--- src/rtl/pix_map.vh ---
// register offsets, field positions, reset values and limits of the mono pixel block
`ifndef PIX_MAP_VH
`define PIX_MAP_VH
// register byte offsets
`define OFS_CTRL        8'h00
`define OFS_GAIN_SEL    8'h04
`define OFS_GAIN_RAW    8'h08
`define OFS_FRAME_W     8'h0c
`define OFS_FRAME_H     8'h10
`define OFS_STATUS      8'h14
// control fields
`define CTRL_FOUR_BIT   0
`define CTRL_AUTO_BIT   1
`define CTRL_RESET      2'h1
// selector codes
`define SEL_GLOBAL      3'h0
`define SEL_TRIM1       3'h1
`define SEL_TRIM4       3'h4
// gain limits and resets
`define GAIN_MAX        10'h258
`define GAIN_RESET      10'h000
// frame geometry resets
`define FRAME_W_RESET   12'h280
`define FRAME_H_RESET   12'h1e0
// status fields
`define STAT_COL_LSB    0
`define STAT_ROW_LSB    16
// gain to linear factor: log2 step per raw count, q16 (0.0359 db per count)
`define GAIN_LOG2_K     9'h187
// single-channel pacing counter wraps at this value, so one pixel is accepted every fourth cycle
`define ONE_CH_DIV      2'h3
`endif

--- src/rtl/gain_apply.v ---
// raw gain to linear factor, applied to luma with saturation
`timescale 1ns/1ns
`default_nettype none
`include "pix_map.vh"
module gain_apply (
  // clock and reset
  input  wire       hclk,
  input  wire       hresetn,
  input  wire       ce,
  // luma in with its raw gain
  input  wire       in_valid,
  input  wire [7:0] in_y,
  input  wire [9:0] in_gain,
  // scaled out
  output reg        out_valid_q,
  output reg  [7:0] out_q
);
  wire [18:0] expo;   // log2 of factor, q16
  wire [8:0]  mant;   // 1 + fraction, q8; linear approx of 2^frac
  wire [16:0] prod;   // luma times mantissa
  wire [19:0] shft;   // after integer octaves
  wire [11:0] res;    // result before saturation

  // 0.0359 db per count equals raw * 0.005966 octaves
  assign expo = in_gain * `GAIN_LOG2_K;
  assign mant = {1'b1, expo[15:8]};
  assign prod = in_y * mant;
  assign shft = {3'b000, prod} << expo[18:16];
  assign res  = shft[19:8];

  // more gain never lowers output up to raw 670 (shift 3), above that shft can wrap; clipped at the 8-bit ceiling
  always @(posedge hclk or negedge hresetn) begin
    if (!hresetn) begin
      out_valid_q <= 1'b0;
      out_q       <= 8'h00;
    end else if (ce) begin
      out_valid_q <= in_valid;
      if (in_valid)
        out_q <= (res > 12'h0ff) ? 8'hff : res[7:0];
    end
  end
endmodule // gain_apply
`default_nettype wire

--- src/rtl/luma_calc.v ---
// luma from rgb, blended with the left neighbour pixel
`timescale 1ns/1ns
`default_nettype none
module luma_calc (
  // clock and reset
  input  wire       hclk,
  input  wire       hresetn,
  input  wire       ce,
  // pixel in
  input  wire       in_valid,
  input  wire       in_row_start,
  input  wire [7:0] in_r,
  input  wire [7:0] in_g,
  input  wire [7:0] in_b,
  // luma out
  output reg        y_valid_q,
  output reg  [7:0] y_q
);
  reg [7:0] prev_q;   // luma of the left neighbour
  wire [7:0] y_self;  // luma of this pixel alone
  wire [8:0] y_sum;   // pixel plus neighbour

  // bt.601 weights, sum of weights is 256 so no overflow
  function [7:0] luma;
    input [7:0] r;
    input [7:0] g;
    input [7:0] b;
    reg [15:0] acc;
    begin
      acc  = 16'd77 * r + 16'd150 * g + 16'd29 * b;
      luma = acc[15:8];
    end
  endfunction

  assign y_self = luma(in_r, in_g, in_b);
  // first column has no left neighbour, so it blends with itself
  assign y_sum  = {1'b0, y_self} + {1'b0, (in_row_start ? y_self : prev_q)};

  // one byte per accepted pixel, one cycle latency
  always @(posedge hclk or negedge hresetn) begin
    if (!hresetn) begin
      prev_q    <= 8'h00;
      y_q       <= 8'h00;
      y_valid_q <= 1'b0;
    end else if (ce) begin
      y_valid_q <= in_valid;
      if (in_valid) begin
        prev_q <= y_self;
        y_q    <= y_sum[8:1];
      end
    end
  end
endmodule // luma_calc
`default_nettype wire

--- src/rtl/mono_pixel_output.v ---
// mono 8 pixel output with per-quadrant gain, ahb-lite register slave
//
// Chosen here: register access over AHB-Lite and the register addresses.
`timescale 1ns/1ns
`default_nettype none
`include "pix_map.vh"
module mono_pixel_output (
  // clock, reset, enable
  input  wire        hclk,
  input  wire        hresetn,
  input  wire        ce,
  // ahb-lite slave
  input  wire        hsel,
  input  wire [31:0] haddr,
  input  wire [1:0]  htrans,
  input  wire        hwrite,
  input  wire [2:0]  hsize,
  input  wire [31:0] hwdata,
  input  wire        hready,
  output reg         hreadyout,
  output reg         hresp,
  output reg  [31:0] hrdata,
  // colour pixel stream from the sensor pipeline
  input  wire        frame_start,
  input  wire        pix_valid,
  input  wire [7:0]  pix_r,
  input  wire [7:0]  pix_g,
  input  wire [7:0]  pix_b,
  output reg         pix_ready,
  // gain from the automatic function
  input  wire [9:0]  auto_gain,
  // mono byte stream to the transmit path
  output reg         out_valid,
  output reg  [7:0]  out_data,
  output reg         out_first,
  output reg         out_last
);
  // registers
  reg  [1:0]  ctrl_q;        // four-channel select, auto gain enable
  reg  [2:0]  gain_sel_q;    // target selector
  reg  [9:0]  gain_all_q;    // global gain
  reg  [9:0]  trim_q [0:3];  // quadrant trims, top-left first
  reg  [11:0] frame_w_q;     // columns per row
  reg  [11:0] frame_h_q;     // rows per frame
  // bus data phase
  reg         wr_pend_q;     // write data phase pending
  reg         rd_pend_q;     // read data phase pending
  reg  [7:0]  addr_q;        // latched word address
  // frame position
  reg  [11:0] col_q;         // column of next input pixel
  reg  [11:0] row_q;         // row of next input pixel
  reg  [1:0]  div_q;         // one-channel pacing counter
  // pipeline side band
  reg  [9:0]  gain_p1_q;     // gain aligned with luma stage
  reg         first_p1_q;    // first pixel marker, stage 1
  reg         last_p1_q;     // last pixel marker, stage 1
  reg         first_p2_q;    // first pixel marker, stage 2
  reg         last_p2_q;     // last pixel marker, stage 2

  wire        four_ch;       // four-channel readout active
  wire        auto_on;       // automatic gain active
  wire        addr_ok;       // valid address phase seen
  wire        accept;        // pixel taken this cycle
  wire        col_end;       // last column of the row
  wire        row_end;       // last row of the frame
  wire [1:0]  quad;          // quadrant of the incoming pixel
  wire [9:0]  gain_glb;      // global gain in force
  wire [10:0] gain_sum;      // global plus trim
  wire [9:0]  gain_px;       // gain for the incoming pixel
  wire [9:0]  wr_val;        // clamped write value
  wire        y_valid;       // luma stage output valid
  wire [7:0]  y_val;         // luma stage output
  wire        g_valid;       // gain stage output valid
  wire [7:0]  g_val;         // gain stage output
  reg  [31:0] rd_mux;        // read data for latched address

  // clamp a signed 32-bit write to 0 .. 600
  function [9:0] clamp_gain;
    input [31:0] v;
    begin
      if (v[31])
        clamp_gain = 10'h000;
      else if (v > {22'h000000, `GAIN_MAX})
        clamp_gain = `GAIN_MAX;
      else
        clamp_gain = v[9:0];
    end
  endfunction

  // selector code to trim index, used on write and read
  function [1:0] trim_idx;
    input [2:0] sel;
    begin
      trim_idx = sel[1:0] - 2'h1;
    end
  endfunction

  // selector points at a trim that is visible in this mode
  function is_trim;
    input [2:0] sel;
    input       four;
    begin
      is_trim = four && (sel >= `SEL_TRIM1) && (sel <= `SEL_TRIM4);
    end
  endfunction

  assign four_ch  = ctrl_q[`CTRL_FOUR_BIT];
  assign auto_on  = ctrl_q[`CTRL_AUTO_BIT];
  assign addr_ok  = hsel && hready && htrans[1];
  assign wr_val   = clamp_gain(hwdata);
  // auto gain overrides the global value while enabled
  assign gain_glb = auto_on ? auto_gain : gain_all_q;
  // quadrant from position: bit1 bottom half, bit0 right half
  assign quad     = {(row_q >= {1'b0, frame_h_q[11:1]}), (col_q >= {1'b0, frame_w_q[11:1]})};
  assign gain_sum = {1'b0, gain_glb} + {1'b0, trim_q[quad]};
  // sum saturates in case software broke the combined limit
  assign gain_px  = !four_ch ? gain_glb :
                    (gain_sum > {1'b0, `GAIN_MAX}) ? `GAIN_MAX : gain_sum[9:0];
  assign accept   = pix_valid && pix_ready;
  assign col_end  = (col_q == frame_w_q - 12'h001);
  assign row_end  = (row_q == frame_h_q - 12'h001);

  // register read mux
  always @* begin
    rd_mux = 32'h00000000;
    case (addr_q)
      `OFS_CTRL:     rd_mux = {30'h00000000, ctrl_q};
      `OFS_GAIN_SEL: rd_mux = {29'h00000000, gain_sel_q};
      `OFS_GAIN_RAW: rd_mux = {22'h000000,
                               is_trim(gain_sel_q, four_ch) ? trim_q[trim_idx(gain_sel_q)] : gain_all_q};
      `OFS_FRAME_W:  rd_mux = {20'h00000, frame_w_q};
      `OFS_FRAME_H:  rd_mux = {20'h00000, frame_h_q};
      `OFS_STATUS:   rd_mux = {4'h0, row_q, 4'h0, col_q};
      default:       rd_mux = 32'h00000000;
    endcase
  end

  // ahb address phase capture; reads take one wait state
  always @(posedge hclk or negedge hresetn) begin
    if (!hresetn) begin
      wr_pend_q <= 1'b0;
      rd_pend_q <= 1'b0;
      addr_q    <= 8'h00;
      hreadyout <= 1'b1;
      hresp     <= 1'b0;
      hrdata    <= 32'h00000000;
    end else if (ce) begin
      hresp <= 1'b0;
      if (rd_pend_q) begin
        // wait state over: data valid while hreadyout is high
        rd_pend_q <= 1'b0;
        hreadyout <= 1'b1;
        hrdata    <= rd_mux;
      end else begin
        wr_pend_q <= addr_ok && hwrite;
        rd_pend_q <= addr_ok && !hwrite;
        hreadyout <= !(addr_ok && !hwrite);
        if (addr_ok)
          addr_q <= {haddr[7:2], 2'b00};
      end
    end
  end

  // register writes in the data phase
  always @(posedge hclk or negedge hresetn) begin
    if (!hresetn) begin
      ctrl_q     <= `CTRL_RESET;
      gain_sel_q <= `SEL_GLOBAL;
      gain_all_q <= `GAIN_RESET;
      trim_q[0]  <= `GAIN_RESET;
      trim_q[1]  <= `GAIN_RESET;
      trim_q[2]  <= `GAIN_RESET;
      trim_q[3]  <= `GAIN_RESET;
      frame_w_q  <= `FRAME_W_RESET;
      frame_h_q  <= `FRAME_H_RESET;
    end else if (ce && wr_pend_q) begin
      case (addr_q)
        `OFS_CTRL:     ctrl_q <= hwdata[1:0];
        `OFS_GAIN_SEL: gain_sel_q <= (hwdata[2:0] > `SEL_TRIM4) ? `SEL_TRIM4 : hwdata[2:0];
        `OFS_GAIN_RAW: begin
          // selector routes the value; trims hidden in one-channel mode
          if (is_trim(gain_sel_q, four_ch))
            trim_q[trim_idx(gain_sel_q)] <= wr_val;
          else if (gain_sel_q == `SEL_GLOBAL)
            gain_all_q <= wr_val;
        end
        // zero geometry would stall the counters, keep at least one
        `OFS_FRAME_W:  frame_w_q <= (hwdata[11:0] == 12'h000) ? 12'h001 : hwdata[11:0];
        `OFS_FRAME_H:  frame_h_q <= (hwdata[11:0] == 12'h000) ? 12'h001 : hwdata[11:0];
        default:       ctrl_q <= ctrl_q;
      endcase
    end
  end

  // pacing: one-channel readout takes a pixel every fourth cycle
  always @(posedge hclk or negedge hresetn) begin
    if (!hresetn) begin
      div_q     <= 2'h0;
      pix_ready <= 1'b0;
    end else if (ce) begin
      div_q     <= (div_q == `ONE_CH_DIV) ? 2'h0 : div_q + 2'h1;
      pix_ready <= four_ch || (div_q == `ONE_CH_DIV);
    end
  end

  // raster position, left to right then top to bottom
  always @(posedge hclk or negedge hresetn) begin
    if (!hresetn) begin
      col_q <= 12'h000;
      row_q <= 12'h000;
    end else if (ce) begin
      if (frame_start) begin
        col_q <= 12'h000;
        row_q <= 12'h000;
      end else if (accept) begin
        col_q <= col_end ? 12'h000 : col_q + 12'h001;
        if (col_end)
          row_q <= row_end ? 12'h000 : row_q + 12'h001;
      end
    end
  end

  // side band travels alongside the two pipeline stages
  always @(posedge hclk or negedge hresetn) begin
    if (!hresetn) begin
      gain_p1_q  <= 10'h000;
      first_p1_q <= 1'b0;
      last_p1_q  <= 1'b0;
      first_p2_q <= 1'b0;
      last_p2_q  <= 1'b0;
    end else if (ce) begin
      if (accept) begin
        gain_p1_q  <= gain_px;
        first_p1_q <= (col_q == 12'h000) && (row_q == 12'h000) && !frame_start;
        last_p1_q  <= col_end && row_end && !frame_start;
      end
      if (y_valid) begin
        first_p2_q <= first_p1_q;
        last_p2_q  <= last_p1_q;
      end
    end
  end

  // luma stage: colour to one brightness byte
  luma_calc u_luma (
    .hclk         (hclk),
    .hresetn      (hresetn),
    .ce           (ce),
    .in_valid     (accept),
    .in_row_start (frame_start || col_q == 12'h000),
    .in_r         (pix_r),
    .in_g         (pix_g),
    .in_b         (pix_b),
    .y_valid_q    (y_valid),
    .y_q          (y_val)
  );

  // gain stage: quadrant gain applied to luma
  gain_apply u_gain (
    .hclk        (hclk),
    .hresetn     (hresetn),
    .ce          (ce),
    .in_valid    (y_valid),
    .in_y        (y_val),
    .in_gain     (gain_p1_q),
    .out_valid_q (g_valid),
    .out_q       (g_val)
  );

  // output register: one unsigned byte per pixel in raster order
  always @(posedge hclk or negedge hresetn) begin
    if (!hresetn) begin
      out_valid <= 1'b0;
      out_data  <= 8'h00;
      out_first <= 1'b0;
      out_last  <= 1'b0;
    end else if (ce) begin
      out_valid <= g_valid;
      out_first <= g_valid && first_p2_q;
      out_last  <= g_valid && last_p2_q;
      if (g_valid)
        out_data <= g_val;
    end
  end
endmodule // mono_pixel_output
`default_nettype wire

--- config.mk ---
export PLATFORM = sky130hd
export DESIGN_NAME = mono_pixel_output
export DESIGN_NICKNAME = d
export VERILOG_FILES = /design/src/rtl/gain_apply.v /design/src/rtl/luma_calc.v /design/src/rtl/mono_pixel_output.v
export VERILOG_INCLUDE_DIRS = /design/src /design/src/rtl
export SDC_FILE = /design/constraint.sdc
export NUM_CORES = 1
export LEC_CHECK = 0
export BUFFER_PORTS_ARGS = -buffer_cell sky130_fd_sc_hd__buf_2
export CAP_MARGIN = 40
export CORE_MARGIN = 2
export CORE_UTILIZATION = 25
export DETAILED_ROUTE_END_ITERATION = 6
export HOLD_SLACK_MARGIN = 0.03
export PLACE_DENSITY = 0.49
export RECOVER_POWER = 100
export SYNTH_ARGS = -nofsm -noshare
export SYNTH_HDL_FRONTEND = slang
export SYNTH_SLANG_ARGS = --single-unit
--- constraint.sdc ---
create_clock -name hclk -period 9.96 [get_ports hclk]
set_clock_uncertainty 0.05 [all_clocks]
set_input_delay 1.992 -clock hclk [delete_from_list [all_inputs] [get_ports hclk]]
set_output_delay 1.992 -clock hclk [all_outputs]
set_load 0.02 [all_outputs]
; After elaboration in Yosys (flattened, before gate mapping)
; Index checks and enable logic that the tools add are counted.
[op_classes]
addsub = 10
multipliers = 5
n_div = 0
magnitude_cmp = 11
eq_ne = 8
n_shift = 1
muxes = 30
bitwise_logic = 4
reduce_logical = 41
[ops]
columns = operator, count
row1 = 28-bit one-hot mux with 6 select lines, 1
row2 = 10-bit 2-to-1 mux, 11
row3 = 12-bit 2-to-1 mux, 8
row4 = 10-bit binary-select mux with 2-bit select, 2
row5 = 40-bit bitwise mux, 1
row6 = 12-bit logical NOT, 3
row7 = 32-bit by 10-bit greater-than comparator with 1-bit output (second input constant), 1
row8 = 7-bit by 8-bit multiplier with 15-bit output (first input constant), 2
row9 = 12-bit by 1-bit adder with 12-bit output (second input constant), 2
row10 = 12-bit == test, 2
row11 = 12-bit by 11-bit greater-or-equal comparator with 1-bit output, 2
row12 = 12-bit by 1-bit subtractor with 12-bit output (second input constant), 2
row13 = 10-bit demux with 2-bit select, 1
row14 = 2-bit AND reduction, 10
row15 = 17-bit by 3-bit left shift with 20-bit output, 1
row16 = 10-bit by 9-bit multiplier with 19-bit output (second input constant), 1
row17 = 8-bit by 9-bit multiplier with 17-bit output, 1
row18 = 15-bit by 16-bit adder with 16-bit output, 1
row19 = 16-bit by 13-bit adder with 16-bit output, 1
row20 = 8-bit 2-to-1 mux, 2
row21 = 1-bit logical AND, 15
row22 = 5-bit by 8-bit multiplier with 13-bit output (first input constant), 1
row23 = 6-bit by 2-bit == test with 1-bit output (second input constant), 2
row24 = 6-bit by 3-bit == test with 1-bit output (second input constant), 2
row25 = other kinds (25), 35
[totals]
register_bits = 198
latchBits = 0
ram_bits = 0
romBits = 0
inputBits = 111
out_inout_bits = 46
n_memories = 0

; Depth between registers and ports, before layout
; Gate-level depths: netlist of run 1.
[depth]
depth_word = 9
mapped_depth = 33
mapped_depth_nobuf = 33

; By module
; From an unflattened synthesis of run 1, not the netlist that was laid out.
[unflattened]
cells_unflattened = 1968
area_unflattened_um2 = 18707.9
[by_module_without_submodules]
columns = mod, n_inst, cells_per_inst, area_per_inst_um2, seq_area_each_um2
row1 = mono_pixel_output, 1, 1053, 9993.3, 4113.9
row2 = gain_apply, 1, 494, 4614.4, 225.2
row3 = luma_calc, 1, 421, 4100.2, 425.4

; Least setup slack after synthesis of run 1
; Ideal clock, no wire load.
[synth_timing]
kind = input to register
from = input pix_g[3]
to = register u_luma.y_q[7]
setup_ns = 0.135
arrival_time_ns = 8.653
t_required_ns = 9.775
setup_slack_ns = 1.122
stages = 31
n_path_buf = 0
cell_sequence = ha_1 > ha_1 > ha_1 > inv_1 > fa_1 > inv_1 > ha_1 > a21boi_0 > nor2_1 > fa_1 > ha_1 > inv_1 > fa_1 > inv_1 > fa_1 > ha_1 > a211o_1 > a221oi_1 > o21bai_1 > a21oi_2 > xnor2_1 > mux2_2 > ha_1 > nor2b_1 > o21ai_0 > nand2b_1 > a21o_1 > a21o_1 > a21o_1 > a21oi_1 > o21ai_0
[synth_via]
elab_chain_cells = 5
[synth_lines]
columns = item, line_no
row1 = from (decl), mono_pixel_output.v:27  ; input wire [7:0] pix_g,
row2 = 7-bit by 8-bit multiplier with 15-bit output *, luma_calc.v:30  ; acc = 16'd77 * r + 16'd150 * g + 16'd29 * b;
row3 = 15-bit by 16-bit adder with 16-bit output *, luma_calc.v:30
row4 = 16-bit by 13-bit adder with 16-bit output *, luma_calc.v:30
row5 = via u_luma.y_self[2], luma_calc.v:20  ; wire [7:0] y_self;
row6 = 8-bit 2-to-1 mux, luma_calc.v:37  ; assign y_sum = {1'b0, y_self} + {1'b0, (in_row_start ? y_self : prev_q)};
row7 = 8-bit by 8-bit adder with 9-bit output *, luma_calc.v:37
row8 = to (signal assigned), luma_calc.v:49  ; y_q <= y_sum[8:1];
row9 = to (decl), luma_calc.v:17  ; output reg [7:0] y_q
; Mark *: on every way through the listed nets, which the timed path passes. The rest lies on a longest branch.
; A chain may end at the register's enable or synchronous reset.

; Final worst setup path of run 1
; Same ends and word-level chain as after synthesis.

==> summary.txt, run 1 <==
Outcome
  – Outcome: finished with violations
  – Failing checks: capacitance limit, slew limit

Timing
  – Fin. max-slew vios: 229
  – RSZ-0062 raised after global routing: false
  – Setup TNS: 0 ns
  – Max_slew headroom: -161.6%
  – Fmax: 109.7 MHz
  – Final period utilization: 91.51%
  – Setup slack after layout: 0.8456 ns
  – # setup viols final: 0
  – Final Hold Vio Count: 0
  – Worst-Margin Slew: 3.924 ns
  – Final min period: 9.114 ns

Die
  – FP Rows: 99
  – Initial Util: 25.17%
  – Core Area: 72710 sq um
  – # IOs: 157
  – Chip height: 274.6 um
  – Die Area: 75390 sq um
  – Die Wd: 274.6 um

Critical path
  – Worst setup path endpoint: u_luma.y_q[7]
  – WP data required: 10.18 ns
  – RR Startpoint: gain_p1_q[7]
  – Crit path depth: 32
  – Slowest stage delay, CP: 0.49 ns
  – Critical Path AT: 9.34 ns
  – R2R cell count: 32
  – Setup Crit Path Kind: primary input to register
  – Maximum fanout along the worst path: 4
  – CP startpoint: pix_g[3]
  – Worst Setup Start Kind: primary input
  – Family with the most delay on the worst path: adder cells
  – CP endpoint kind: register
  – Crit-path slowest cell: fa_1
  – Most used cell, CP: ha_1
  – FF-to-FF setup slack: 0.93 ns
  – Sum of buffers and inverters on the critical path: 5
  – End of the worst register-to-register path: u_gain.out_q[0]

Synth
  – Synth Cell Area: 18300 sq um
  – Seq/Total Area, Yosys: 26.03%
  – Cell variety after synth: 77
  – Synthesis-stage register bit count: 190
  – Ys flop type: dfrtp_1
  – Post-Syn Instances: 1919
  – Ys Warns: 0
  – Fraction of registers with async set/reset: 100.0%
  – Syn_area_per_cell: 9.538 sq um
  – Post-synth EDFFs: 0

Clock network
  – Clk Latency, worst-skew pair: 0.48 ns
  – Post-cts sizing count: 0
  – Post-CTS Setup Bufs: 0
  – Clock Tree Root: clkbuf_16
  – Clock Tree Buf Depth: 2
  – Number of hold buffers added after CTS: 0
  – CTS tree: done
  – Htree depth: 4
  – Clock Sinks: 190
  – Num CTS Buffers: 17
  – Worst-path clk slew: 0.08 ns

Global route
  – Pin count of the biggest net entering global routing: 69
  – Initial antenna violation count: 2
  – Vias in the first global route: 14.14k
  – Global-route congestion overflow total: 0
  – Global-route wire length before repair: 76580 um
  – GRT Util Overall: 12.72%

Routing
  – Vias per cell: 4.673
  – Remaining antenna violation count: 0
  – Routed WL: 46780 um
  – Wire length per cell: 15.69 um
  – Pre-antenna DRT Iters: 5
  – DRC viols: 0
  – Starting DRT DRC Count: 794
  – Vias: 13.93k

Finish
  – Most frequent cells in the layout: 235 x inv_1, 229 x ha_1, 182 x dfrtp_1
  – Commonest non-fill, non-tap cell in the layout: inv_1
  – Layout cells sized above 1: 11.34%
  – Fin util: 28.15%
  – Fin nets: 2462
  – Syn-to-layout area delta: 11.82%

Place
  – Pre-CTS setup slack: 0.4691 ns
  – GP Congestion: 0.8159
  – Dpl hpwl: 37320 um
  – Port bufs: 117

Min path
  – Hold crit path type: register to register
  – Hold Startpoint: u_luma.prev_q[3]

Flow run
  – # Max-Cap Violations: 4
[worst min path at each step]
stage                            end  slack, ns  cells past startpoint
finish              u_luma.prev_q[3]       0.43                      2
global route        u_luma.prev_q[5]       0.46                      2
CTS                 u_luma.prev_q[4]       0.43                      2
detailed placement  u_luma.prev_q[3]       0.41                      2
global placement    u_luma.prev_q[2]       0.40                      2
floorplan                 first_p2_q       0.39                      2
[layer usage]
metal	vias up	global-route usage, %	share of wire [%]
met5	-	0	0.028
li1	6808	-	-
met4	2	2.989	1.2
met1	6897	18.08	50
met3	25	1.842	3.6
met2	199	20.31	46
[stage by stage]
stage	cell area (sq um)	hold WS (ns)	instances
global placement	19900	0.4035	2943
detailed placement	19960	0.4065	2947
finish	20470	0.4283	2981
CTS	20580	0.4291	2979
floorplan	18330	0.3886	1927
global route	20460	0.4579	2980
[tightest hold or removal path: stages (launching register included)]
cell,delay [ns]
dfrtp_1,0.35
nand2_1,0.05
nand2_1,0.05
[sequential cells by signal, indices dropped and copies added, names as in the netlist, 10 cells and up]
signal,flops
trim_q,40
hrdata,24
col_q,12
frame_h_q,12
frame_w_q,12
row_q,12
gain_all_q,10
gain_p1_q,10
[Yosys cell counts (all sizes together) (12+ instances only)]
cell    count  area (sq um)
or3        14         87.58
a31oi      15         93.84
fa        115          2302
xor2       36         315.3
nor2       78         297.8
nand3      28         140.1
mux2i      54         544.3
and2       54         337.8
o21ai     136         680.7
nand2b     12         75.07
and3       13         86.33
a22o       14         122.6
inv       235         882.1
nor4       19         137.6
ha        229          2865
o21a       12         90.09
a21oi      59         302.8
nor2b      14         87.58
nand2     169         634.4
a21o       28         210.2
xnor2      52         455.4
o21bai     12         90.09
clkbuf     52         195.2
dfrtp     182          4554
buf        19         125.1
a211oi     17         132.6
mux2       67         754.5
nor3       33         165.2
[kinds of logic after synthesis]
family                     count (synthesis)  synth area share, %
adders and majority gates                344                28.23
xor gates and xnor gates                  88                4.211
buffers and inverters                    306                6.570
muxes                                    131                8.326
DFF                                      190                26.03
AOI/OAI and AO/OA                        381                13.54
and+or+nand+nor                          478                13.07
other                                      1              0.02049
[final cells by class]
type | count | area [sq um]
fill | 7668 | 52250
multi-input combinational | 1431 | 12360
sequential | 190 | 4765
tap | 959 | 1200
inverter | 235 | 882.1
timing repair buffer | 132 | 626.9
clock buffer | 18 | 429.2
clock inverter | 14 | 196.4
antenna | 2 | 5.005
Power of run 1 is left out: the tool's default activity adds up to more than one toggle a clock period on the data nets, which glitch-free logic cannot reach.
==> inputs of run 2 (changes only) <==
BUFFER_PORTS_ARGS = -buffer_cell sky130_fd_sc_hd__buf_4   (was -buffer_cell sky130_fd_sc_hd__buf_2)
CAP_MARGIN = default   (was 40)
==> summary.txt, run 2 (synthesized netlist as in run 1, its figures left out) <==
Timing
  – RSZ-0062 raised after global routing: false
  – Max_slew headroom: -154.6%
  – Fmax: 108.5 MHz
  – Final min period: 9.215 ns
  – Setup TNS: 0 ns
  – Final period utilization: 92.52%
  – # setup viols final: 0
  – Final Hold Vio Count: 0
  – Worst-Margin Slew: 3.819 ns
  – Fin. max-slew vios: 179

Routing
  – Vias: 13.83k
  – Routed WL: 46630 um
  – Wire length per cell: 15.68 um
  – Vias per cell: 4.649
  – DRC viols: 0
  – Remaining antenna violation count: 0
  – Pre-antenna DRT Iters: 5
  – Starting DRT DRC Count: 789

Clock network
  – Post-cts sizing count: 0
  – Clock Tree Buf Depth: 2
  – Htree depth: 4
  – Worst-path clk slew: 0.08 ns
  – Number of hold buffers added after CTS: 0
  – Num CTS Buffers: 17
  – Post-CTS Setup Bufs: 0
  – Clk Latency, worst-skew pair: 0.48 ns
  – Clock Tree Root: clkbuf_16
  – Clock Sinks: 190
  – CTS tree: done

Critical path
  – WP data required: 10.26 ns
  – Most used cell, CP: ha_1
  – Setup Crit Path Kind: primary input to register
  – Maximum fanout along the worst path: 4
  – Crit-path slowest cell: fa_1
  – CP endpoint kind: register
  – Critical Path AT: 9.52 ns
  – Worst Setup Start Kind: primary input
  – Slowest stage delay, CP: 0.49 ns
  – FF-to-FF setup slack: 0.89 ns

Finish
  – Design area: 20580 sq um
  – Fin util: 28.31%
  – Number of flip-flops in the largest register: 40
  – Syn-to-layout area delta: 12.46%
  – Top reg by flops: trim_q
  – Layout cells sized above 1: 11.18%
  – Filler instances: 7642
  – Fin nets: 2455
  – Most frequent cells in the layout: 235 x inv_1, 229 x ha_1, 182 x dfrtp_1
  – Top flop regs: trim_q: 40 flops, hrdata: 24 flops
  – Commonest non-fill, non-tap cell in the layout: inv_1
  – Final Non-Filler Cells: 2974

Place
  – GP Congestion: 0.8166
  – Port bufs: 117
  – Dpl cells: 2940
  – Dpl hpwl: 36980 um
  – DP Area: 20170 sq um

Die
  – Core Area: 72710 sq um
  – Initial Util: 25.17%
  – Die Area: 75390 sq um
  – Chip height: 274.6 um
  – Die Wd: 274.6 um
  – FP Rows: 99
  – # IOs: 157

Global route
  – Global-route wire length before repair: 76690 um
  – Met3 Use GR: 1.824%
  – Pin count of the biggest net entering global routing: 67
  – Vias in the first global route: 14.14k
  – Initial antenna violation count: 2
  – Met2 Use GR: 20.34%
  – Global-route congestion overflow total: 0
  – GRT Util Overall: 12.74%
  – Gr busiest metal: met2
  – Met1 GRT Util: 18.25%

Flow run
  – # Max-Cap Violations: 3

Outcome
  – Failing checks: capacitance limit, slew limit
  – Outcome: finished with violations

Min path
  – Hold crit path type: register to register
[run 2: cell types whose count changed in the layout (fill, tap and decap cells not counted), sizes merged]
cell	delta
clkbuf	-4
buf	-3
inv	-1
clkinv	+3
bufinv	-2
[run 2: cell type report]
class                           count  area, sq um  share of cell area (%)
Multi-Input combinational cell   1431        12360                   60.03
Clock inverter                     14        168.9                  0.8206
Clock buffer                       18        429.2                   2.085
Antenna cell                        2        5.005                 0.02431
Inverter                          235        882.1                   4.285
Tap cell                          959         1200                   5.829
Sequential cell                   190         4765                   23.15
Timing Repair Buffer              125        777.0                   3.775
[run 2: metal layers]
| layer | vias up | routed length, um |
|---|---|---|
| met5 | - | 0 |
| met4 | 0 | 469 |
| met3 | 26 | 1753 |
| met2 | 213 | 21170 |
| met1 | 6790 | 23230 |
| li1 | 6796 | - |
[run 2: stage by stage]
step                      hold slack [ns]  worst slack [ns]
after floorplan                    0.3886             1.122
after global placement             0.4024            0.4490
after detailed placement           0.4081            0.4221
after CTS                          0.4322            0.8536
after global routing               0.4636            0.1313
final                              0.4248            0.7455
[run 2: critical path: cells and delay by family]
family,cells,cell delay [ns]
compound gates,11,2.46
fa+ha+maj,11,3.95
xor+xnor,1,0.16
simple gates,2,0.31
buf+inv,5,0.37
mux,1,0.28
[run 2: final timing paths]
| kind | start | end | cells after the start |
|---|---|---|---|
| min | u_luma.prev_q[5] | u_luma.prev_q[5] | 2 |
| min reg2reg | u_luma.prev_q[5] | u_luma.prev_q[5] | 2 |
| max reg2reg | gain_p1_q[5] | u_gain.out_q[0] | 32 |
| min in group asynchronous | hresetn | frame_h_q[9] | 1 |
| max in group asynchronous | hresetn | addr_q[6] | 3 |
| max | pix_g[3] | u_luma.y_q[6] | 31 |
Power of run 2 is left out for the same reason.
==> inputs of run 3 (changes only) <==
CELL_PAD_IN_SITES_DETAIL_PLACEMENT = 1   (was default)
CELL_PAD_IN_SITES_GLOBAL_PLACEMENT = 2   (was default)
PLACE_DENSITY = 0.65   (was 0.49)
clock period = 8.8 ns   (was 9.96 ns; I/O delays follow)
==> summary.txt, run 3 (synthesized netlist as in run 1, its figures left out) <==
Outcome
  – Outcome: finished with violations
  – Failing checks: capacitance limit, slew limit

Place
  – GP Congestion: 0.7958
  – Dpl hpwl: 42240 um
  – Port bufs: 117
  – DP Area: 20700 sq um

Critical path
  – CP endpoint kind: register
  – Critical Path AT: 8.75 ns
  – R2R cell count: 27
  – Worst Setup Start Kind: primary input
  – FF-to-FF setup slack: 0.43 ns
  – Setup Crit Path Kind: primary input to register
  – Family with the most delay on the worst path: adder cells
  – CP startpoint: pix_g[3]
  – Sum of buffers and inverters on the critical path: 8
  – Crit-path slowest cell: fa_1
  – Crit path depth: 33
  – Slowest stage delay, CP: 0.49 ns
  – WP data required: 9.15 ns
  – Worst setup path endpoint: u_luma.y_q[6]
  – End of the worst register-to-register path: u_gain.out_q[6]
  – Maximum fanout along the worst path: 4
  – RR Startpoint: gain_p1_q[7]

Global route
  – Global-route congestion overflow total: 0
  – Pin count of the biggest net entering global routing: 68
  – Initial antenna violation count: 4
  – Global-route wire length before repair: 84790 um
  – GRT Util Overall: 14.26%
  – Vias in the first global route: 15.37k

Flow run
  – # Max-Cap Violations: 3

Routing
  – Starting DRT DRC Count: 441
  – Remaining antenna violation count: 0
  – Vias: 14.25k
  – Vias per cell: 4.679
  – Wire length per cell: 17.15 um
  – Pre-antenna DRT Iters: 4
  – DRC viols: 0
  – Routed WL: 52220 um

Timing
  – Final Hold Vio Count: 0
  – Final period utilization: 95.47%
  – Final min period: 8.402 ns
  – Max_slew headroom: -144.8%
  – Fmax: 119.0 MHz
  – Fin Hold WS: 0.4250 ns
  – Fin. max-slew vios: 195
  – Setup TNS: 0 ns
  – Worst-Margin Slew: 3.672 ns
  – # setup viols final: 0

Clock network
  – Num CTS Buffers: 17
  – CTS tree: done
  – Clk Latency, worst-skew pair: 0.49 ns
  – Clock Tree Buf Depth: 2
  – Number of hold buffers added after CTS: 0
  – Clock Tree Root: clkbuf_16
  – Htree depth: 4
  – Worst-path clk slew: 0.08 ns
  – Clock Sinks: 190

Finish
  – Syn-to-layout area delta: 15.95%
  – Fin util: 29.19%
  – Number of flip-flops in the largest register: 40
  – Top flop regs: trim_q: 40 flops, hrdata: 24 flops
  – Design area: 21220 sq um
  – Fin nets: 2527
  – Commonest non-fill, non-tap cell in the layout: inv_1
  – Layout cells sized above 1: 15.11%
  – Most frequent cells in the layout: 235 x inv_1, 226 x ha_1, 181 x dfrtp_1
  – Top reg by flops: trim_q

Die
  – FP Rows: 99
  – Die Area: 75390 sq um
  – Initial Util: 25.17%
  – Core Area: 72710 sq um
  – # IOs: 157
  – Die Wd: 274.6 um
  – Chip height: 274.6 um

Min path
  – Hold crit path type: register to register
  – Hold path depth: 2
-- run 3: changes by cell type in the layout (fill, tap and decap cells not counted), sizes merged --
cell | before | now
clkinv | 9 | 6
clkbuf | 61 | 69
buf | 82 | 146
diode | 2 | 1
inv | 240 | 241
clkinvlp | 0 | 2
-- run 3: worst register-to-register path: cells and delay by family, from the launching register on --
family | cells | cell delay [ns]
flip-flops | 1 | 0.45
buffers and inverters | 3 | 0.46
adder cells (fa/ha/maj) | 10 | 4.15
XOR/XNOR | 2 | 0.33
AO/OA/AOI/OAI | 10 | 2.28
AND/OR/NAND/NOR | 2 | 0.47
-- run 3: per-stage QoR --
step / setup slack [ns] / std cells
final: 0.3985 / 3045
after global routing: -0.04099 / 3044
after detailed placement: -0.4043 / 3011
after floorplan: 0.1940 / 1927
after global placement: -0.3440 / 3011
after CTS: 0.09363 / 3043
-- run 3: layer usage --
metal  global-route usage [%]  part of all wire [%]  vias to the layer above
met5                        0                     0                        -
met2                    23.19                    46                      143
li1                         -                     -                     6918
met3                    1.973                   2.7                       31
met1                    20.01                    50                     7156
met4                    3.247                   1.3                        0
-- run 3: area by class of cell --
type / instances / area, sq um
repair buffers: 197 / 1308
flip-flops and latches: 190 / 4766
multi-input cells: 1431 / 12490
diodes: 1 / 2.502
clock buffers: 18 / 429.2
clock inverters: 14 / 148.9
well taps: 959 / 1200
inverters: 235 / 882.1
fillers: 8362 / 51490
-- run 3: how the worst min path moves through the flow --
stage,from,to
after floorplan,first_p1_q,first_p2_q
after global placement,u_luma.prev_q[4],u_luma.prev_q[4]
after detailed placement,u_luma.prev_q[4],u_luma.prev_q[4]
after CTS,first_p1_q,first_p2_q
after global routing,first_p1_q,first_p2_q
final,first_p1_q,first_p2_q
-- run 3: repair_timing --
item	CTS	global route
endpoints found under the setup margin	0	12
buffers inserted	0	1
gates resized for setup	0	23
Power of run 3 is left out for the same reason.
